--- config.mk ---
export PLATFORM = sky130hd
export DESIGN_NAME = sdl_load_port
export DESIGN_NICKNAME = d
export VERILOG_FILES = /design/src/hw/sdl_pkg.sv /design/src/hw/sdl_load_port.sv
export VERILOG_INCLUDE_DIRS = /design/src /design/src/hw
export SDC_FILE = /design/constraint.sdc
export NUM_CORES = 1
export LEC_CHECK = 0
export ABC_AREA = 1
export BUFFER_PORTS_ARGS = -buffer_cell sky130_fd_sc_hd__buf_4
export CAP_MARGIN = 30
export CORE_MARGIN = 4
export CORE_UTILIZATION = 55
export CTS_CLUSTER_DIAMETER = 40
export DETAILED_ROUTE_END_ITERATION = 8
export PLACE_DENSITY = 0.77
export SETUP_SLACK_MARGIN = 0.4
export SLEW_MARGIN = 20
export SYNTH_ARGS = -nofsm -noshare
export SYNTH_HDL_FRONTEND = slang
export SYNTH_SLANG_ARGS = --single-unit
--- constraint.sdc ---
create_clock -name I_CLOCK -period 1.85 [get_ports I_CLOCK]
set_clock_uncertainty 0.05 [all_clocks]
set_input_delay 0.2775 -clock I_CLOCK [delete_from_list [all_inputs] [get_ports I_CLOCK]]
set_output_delay 0.2775 -clock I_CLOCK [all_outputs]
set_load 0.005 [all_outputs]
--- src/hw/sdl_defs.svh ---
/*
 * Constants of the serial converter load port: word width, codes, reset.
 * Assumes inclusion by the package, the top module and the test bench.
 */
`ifndef SDL_DEFS_SVH
`define SDL_DEFS_SVH

// ************************************************************
// Word layout
// ************************************************************
`define SDL_CODE_W 14
`define SDL_CODE_MSB 13
`define SDL_CODE_LSB 0

// ************************************************************
// Codes and reset
// ************************************************************
`define SDL_CODE_RESET 14'h0000
`define SDL_CODE_FULL 14'h3FFF
`define SDL_CODE_ZERO 14'h0000

// ************************************************************
// Frame counting
// ************************************************************
`define SDL_HOST_WORD_BITS 5'h10
`define SDL_RISE_CNT_MAX 5'h1F

`endif

--- src/hw/sdl_pkg.sv ---
/*
 * Types of the serial converter load port.
 * Assumes sdl_defs.svh is on the include path.
 */
`include "sdl_defs.svh"

package sdl_pkg;
   typedef logic [`SDL_CODE_W-1:0] sdl_code_t;

   // Synchronised view of the three host wires
   typedef struct packed {
      logic clk_lvl;
      logic data_lvl;
      logic sel_n_lvl;
   } sdl_wires_t;
endpackage

--- src/hw/sdl_load_port.sv ---
/*
 * Serial load port: three host wires fill a shift register; the rising
 * edge of the active-low select copies the last 14 bits to the code
 * register that drives the ladder switches.
 * Assumes host wires are asynchronous to I_CLOCK and slow enough that
 * each level lasts at least three I_CLOCK periods.
 * Assumes I_NRST stands in for power-up, clearing shifter and code.
 * Assumes the surrounding logic may ignore the scale and load flags.
 */
`timescale 1ns/1ps
`include "sdl_defs.svh"

module sdl_load_port
   import sdl_pkg::*;
(
   input wire logic I_CLOCK,
   input wire logic I_NRST,
   input wire logic I_SERIAL_CLK,
   input wire logic I_SERIAL_DATA_IN,
   input wire logic I_SELECT_N,
   output logic [`SDL_CODE_W-1:0] O_LEG_TO_CURRENT_OUTPUT,
   output logic O_FULL_SCALE,
   output logic O_ZERO_SCALE,
   output logic O_CODE_LOADED
);

   // ************************************************************
   // Synchronisers
   // ************************************************************
   // Two flops before any logic; prev only keeps the old level so that
   // edges of the slow host wires can be found on I_CLOCK
   sdl_wires_t meta_reg;
   sdl_wires_t sync_reg;
   sdl_wires_t prev_reg;
   sdl_wires_t meta_next;
   sdl_wires_t sync_next;
   sdl_wires_t prev_next;

   always_comb begin
      meta_next = '{clk_lvl: I_SERIAL_CLK, data_lvl: I_SERIAL_DATA_IN,
                    sel_n_lvl: I_SELECT_N};
      sync_next = meta_reg;
      prev_next = sync_reg;
   end

   // Select resets high so no load fires just after reset
   always_ff @(posedge I_CLOCK or negedge I_NRST) begin
      if (!I_NRST) begin
         meta_reg <= 3'h1;
         sync_reg <= 3'h1;
         prev_reg <= 3'h1;
      end else begin
         meta_reg <= meta_next;
         sync_reg <= sync_next;
         prev_reg <= prev_next;
      end
   end

   logic clk_rise;
   logic sel_rise;
   assign clk_rise = sync_reg.clk_lvl & ~prev_reg.clk_lvl;
   assign sel_rise = sync_reg.sel_n_lvl & ~prev_reg.sel_n_lvl;

   // ************************************************************
   // Shift and code registers
   // ************************************************************
   sdl_code_t shift_reg;
   sdl_code_t shift_next;
   sdl_code_t code_reg;
   sdl_code_t code_next;
   logic loaded_reg;
   logic loaded_next;

   always_comb begin
      shift_next = shift_reg;
      code_next = code_reg;
      loaded_next = 1'b0;
      // Data sampled with the clock edge; both share the same delay
      // Oldest bit falls off the top, newest enters at bit 0
      if (clk_rise && !sync_reg.sel_n_lvl) begin
         shift_next = {shift_reg[`SDL_CODE_MSB-1:`SDL_CODE_LSB],
                       sync_reg.data_lvl};
      end
      // A clock rise in the load cycle does not shift: select is already high
      if (sel_rise) begin
         code_next = shift_reg;
         loaded_next = 1'b1;
      end
   end

   always_ff @(posedge I_CLOCK or negedge I_NRST) begin
      if (!I_NRST) begin
         shift_reg <= `SDL_CODE_RESET;
         code_reg <= `SDL_CODE_RESET;
         loaded_reg <= 1'b0;
      end else begin
         shift_reg <= shift_next;
         code_reg <= code_next;
         loaded_reg <= loaded_next;
      end
   end

   // ************************************************************
   // Frame bit counter
   // ************************************************************
   // Clock rises of one select-low frame, for coverage; saturates so a
   // very long frame cannot wrap back to a small count
   logic [4:0] rise_cnt_reg;
   logic [4:0] rise_cnt_next;

   always_comb begin
      rise_cnt_next = rise_cnt_reg;
      if (sync_reg.sel_n_lvl) begin
         rise_cnt_next = 5'h00;
      end else if (clk_rise && rise_cnt_reg != `SDL_RISE_CNT_MAX) begin
         rise_cnt_next = rise_cnt_reg + 5'h01;
      end
   end

   always_ff @(posedge I_CLOCK or negedge I_NRST) begin
      if (!I_NRST) begin
         rise_cnt_reg <= 5'h00;
      end else begin
         rise_cnt_reg <= rise_cnt_next;
      end
   end

   // ************************************************************
   // Ladder leg drive
   // ************************************************************
   // Bit high: leg to current output; low: leg to ground
   assign O_LEG_TO_CURRENT_OUTPUT = code_reg;

   // ************************************************************
   // Scale flags and load strobe
   // ************************************************************
   // Decoded from the register, so they settle with the code
   assign O_FULL_SCALE = (code_reg == `SDL_CODE_FULL);
   assign O_ZERO_SCALE = (code_reg == `SDL_CODE_ZERO);
   assign O_CODE_LOADED = loaded_reg;
endmodule

### Word level (Yosys, flattened, before mapping)

Index checks and enable logic that the tools add are counted.

* $add $sub $neg: 0
* multipliers: 0
* div/mod/pow operators: 0
* $lt $le $gt $ge: 0
* equal/unequal tests: 1
* shift-type cells: 0
* multiplexer cells: 1
* bitwise logic cells: 4
* reductions and logical operators: 3

Operator list (count)
* equality test 14 bit, second input constant: 1
* zero test 14 bit: 1
* bitwise AND 1 bit: 2
* NOT 1 bit: 2
* logical AND 1 bit: 1
* zero test 1 bit: 1
* 2-to-1 mux 1 bit: 1

* register bits after elaboration: 37
* latch bits: 0
* bits in writable memories: 0
* bits in read-only memories: 0
* memories: 0

### Logic depth before layout (Yosys ltp)

* depth after elaboration: 3
* gate-level depth with buffers: 6

### Least setup slack after synthesis

No wires, ideal clock.

* kind: flip-flop to flip-flop
* start point: register sync_reg (netlist bit prev_next[0])
* end point: register code_reg[0] (netlist: O_LEG_TO_CURRENT_OUTPUT[0])
* data arrival time: 1.139 ns
* required time: 1.682 ns
* setup slack: 0.544 ns
* stages on the path, launching flop included: 7
* path buffers: 2
* cells stage by stage: dfstp_2 > inv_2 > or2_1 > buf_6 > buf_8 > nand2_1 > o21ai_2

* word-level cells in the longest chain between the ends: 1

RTL lines
* from (decl): line sdl_load_port.sv:33 `sdl_wires_t sync_reg;`
* from (signal assigned): line sdl_load_port.sv:54 `sync_reg <= sync_next;`
* bitwise AND 1 bit: line sdl_load_port.sv:62 `assign sel_rise = sync_reg.sel_n_lvl & ~prev_reg.sel_n_lvl;`
* to (signal assigned): line sdl_load_port.sv:94 `` code_reg <= `SDL_CODE_RESET; ``
* to (signal assigned): line sdl_load_port.sv:98 `code_reg <= code_next;`
* to (decl): line sdl_load_port.sv:69 `sdl_code_t code_reg;`

Every way passes these cells.
A chain may end at the register's enable or synchronous reset.

### Worst setup path in the final report

* start point: register code_reg[10] (netlist: O_LEG_TO_CURRENT_OUTPUT[10])
* end point: output O_ZERO_SCALE

* word-level cells in the longest chain between the ends: 1

RTL lines
* zero test 14 bit (no source line)
* to (decl): line sdl_load_port.sv:23 `output logic O_ZERO_SCALE,`

Every way passes these cells.

==> flow_summary.json <==
{
  "clock_path_buffers": 2,
  "ys_types": 16,
  "initial_core_util_pct": 58.85,
  "fmax_mhz": 637.2,
  "first_pass_iters": 4,
  "clkSlewWorstSetupHoldPaths_ns": 0.10,
  "p_seq_share_pct": 54.5,
  "dp_slack_ns": 0.4997,
  "grt_pass1_wl_mm": 4.422,
  "maxCapViolCount": 0,
  "routabilityCongestion": 0.8203,
  "post-route-min-period_ns": 1.569,
  "p_int_mw": 1.290,
  "yosysTopAreaCellShare_pct": 56.81,
  "critical_path.max_fanout": 4,
  "final_nets": 194,
  "io_pins": 22,
  "setup_tns_ns": 0,
  "critical-path-max-stage-delay_ns": 0.43,
  "period_share_pct": 84.83,
  "synth_mux_area_share_pct": 0,
  "num-fill-cells": 213,
  "power.density_nw_per_um2": 975.7,
  "vdd_drop_max_mv": 0.8224,
  "drive_gt1_share_pct": 30.53,
  "syn_area_um2": 1498,
  "cp_slowest_cell": "dfrtp_1",
  "drt-total-wl_mm": 2.600,
  "cp.required_ns": 1.52,
  "rows": 18,
  "p_clk_share_pct": 24.2,
  "rsz0062_at_grt": "yes",
  "worst_slack_ns": 0.2807,
  "hp-class": "reg2reg",
  "total_power_mw": 1.782,
  "yosysTopAreaCell": "dfrtp_1",
  "final_cell_mix": "nand2_1 (44), dfrtp_1 (34), buf_4 (31)",
  "syn_area_per_cell_um2": 9.918,
  "worst_slew_pin_slew_ns": 0.4480,
  "synth_fa_ha_area_share_pct": 0,
  "via_count": 1068,
  "crit_chain": "inv_1 -> nand2_1 -> nor2_1 -> nand2_1 -> nor2_1 -> buf_4",
  "synth_compound_area_share_pct": 12.28,
  "cts_sinks": 37,
  "drc": 0,
  "status": "finished clean",
  "dieArea_um2": 3622,
  "ys_warn_count": 0,
  "end_kind": "output pin",
  "synth_xor_area_share_pct": 0,
  "antenna_cells": 0,
  "ant_nets": 0,
  "holdWs_ns": 0.3111,
  "insertion_delay_ns": 0.34,
  "grt.overflow.total": 0,
  "setup_viol": 0,
  "cts_tree": "yes",
  "dieWidth_um": 60.19,
  "track_usage_pct": 17.35,
  "ys_ff_latch": 37,
  "relSlewSlack_pct": 70.13,
  "wire_per_inst_um": 11.82,
  "crit_buf_inv": 2,
  "grt_pass1_vias": 959,
  "port_buffers": 21,
  "core_area_um2": 2545,
  "yosys-top-cells-area": "dfrtp_1 (57%), nand2_1 (11%), o21ai_2 (7.6%)",
  "synthesis.nets": 156,
  "hold_violations": 0,
  "slew_violations": 0,
  "cts_buffers": 5,
  "grt_max_degree": 38,
  "power_switching_mw": 0.4928,
  "ctsRootBufferMaster": "clkbuf_4",
  "place_hpwl_mm": 1.670,
  "die_y_um": 60.19,
  "swShare_pct": 27.65,
  "seq_area_frac_synth_pct": 62.07,
  "start_kind": "flop",
  "vias_per_cell": 4.855,
  "synth_simple_gate_area_share_pct": 15.62,
  "p_leak_nw": 0.9033,
  "path_class": "reg2out",
  "antenna_found_initial": 0,
  "htree_levels": 2,
  "worstPathArrival_ns": 1.24,
  "drtIter0Drc": 73,
  "syn_inst": 151,
  "synth_top_family_by_area": "simple AND/OR/NAND/NOR gates",
  "final_common_cell": "nand2_1",
  "cp_top_family": "flip-flops",
  "area_delta_synth_final_pct": 21.97,
  "pwr-share-comb_pct": 21.3
}
## per-layer routing
layer	track usage (%)	share of wire [%]	wire, um
met2	23.30	45	1168
met5	0	0	0
met3	7.343	7.7	199
met4	10.13	2.3	60
met1	23.12	45	1171
## through the flow
| stage | cells | utilization, % | cell area [um^2] |
|---|---|---|---|
| floorplan | 151 | - | 1498 |
| global placement | 198 | 64.60 | 1644 |
| detailed placement | 198 | 64.60 | 1644 |
| CTS | 217 | 70.55 | 1795 |
| global route | 220 | 71.78 | 1827 |
| finish | 220 | 71.78 | 1827 |
## path summary, 6_finish.rpt
check / startpoint / to / slack, ns / depth (start not counted)
hold / removal: meta_reg[0] / prev_next[0] / 0.31 / 0
max in group asynchronous: I_NRST / prev_next[0] / 1.02 / 2
min in group asynchronous: I_NRST / O_LEG_TO_CURRENT_OUTPUT[5] / 0.38 / 2
hold reg to reg: meta_reg[0] / prev_next[0] / 0.31 / 0
setup reg to reg: prev_next[0] / O_LEG_TO_CURRENT_OUTPUT[11] / 0.55 / 5
setup / recovery: O_LEG_TO_CURRENT_OUTPUT[10] / O_ZERO_SCALE / 0.28 / 6
## timing repair
action,CTS,global route
hold buffers,4,0
cloned,0,0
setup buffers,7,3
endpoints found under the hold margin,37,0
gates resized for setup,0,3
setup endpoints to repair,2,3
pin swaps,2,0
## cells in the mapped netlist
master / count
o21ai_2: 13
buf_2: 2
buf_8: 1
inv_2: 1
dfstp_2: 3
o21ai_1: 14
nand3_1: 1
buf_12: 1
clkinv_1: 1
inv_1: 23
nand2_1: 44
nand3b_4: 1
buf_6: 1
or2_1: 1
nor2_1: 10
dfrtp_1: 34
## kinds of logic after synthesis
kind of cell | count (synthesis)
buf+inv | 30
simple gates | 57
compound gates | 27
flops | 37
## power groups by stage
stage | clock network, mW | registers, mW | logic, mW
after floorplan | 0 | 0.981 | 0.188
after global placement | 0 | 0.989 | 0.310
after detailed placement | 0 | 0.995 | 0.317
after CTS | 0.455 | 0.971 | 0.366
after global routing | 0.492 | 0.987 | 0.426
final | 0.431 | 0.972 | 0.380
## layout make-up
cell class,count,area [um^2],share of cell area (%)
Tap cell,30,37.54,2.055
Clock buffer,8,58.81,3.219
Timing Repair Buffer,36,284.0,15.55
Inverter,25,93.84,5.137
Multi-Input combinational cell,84,422.9,23.15
Sequential cell,37,929.6,50.89
(Power assumes the default switching activity.)
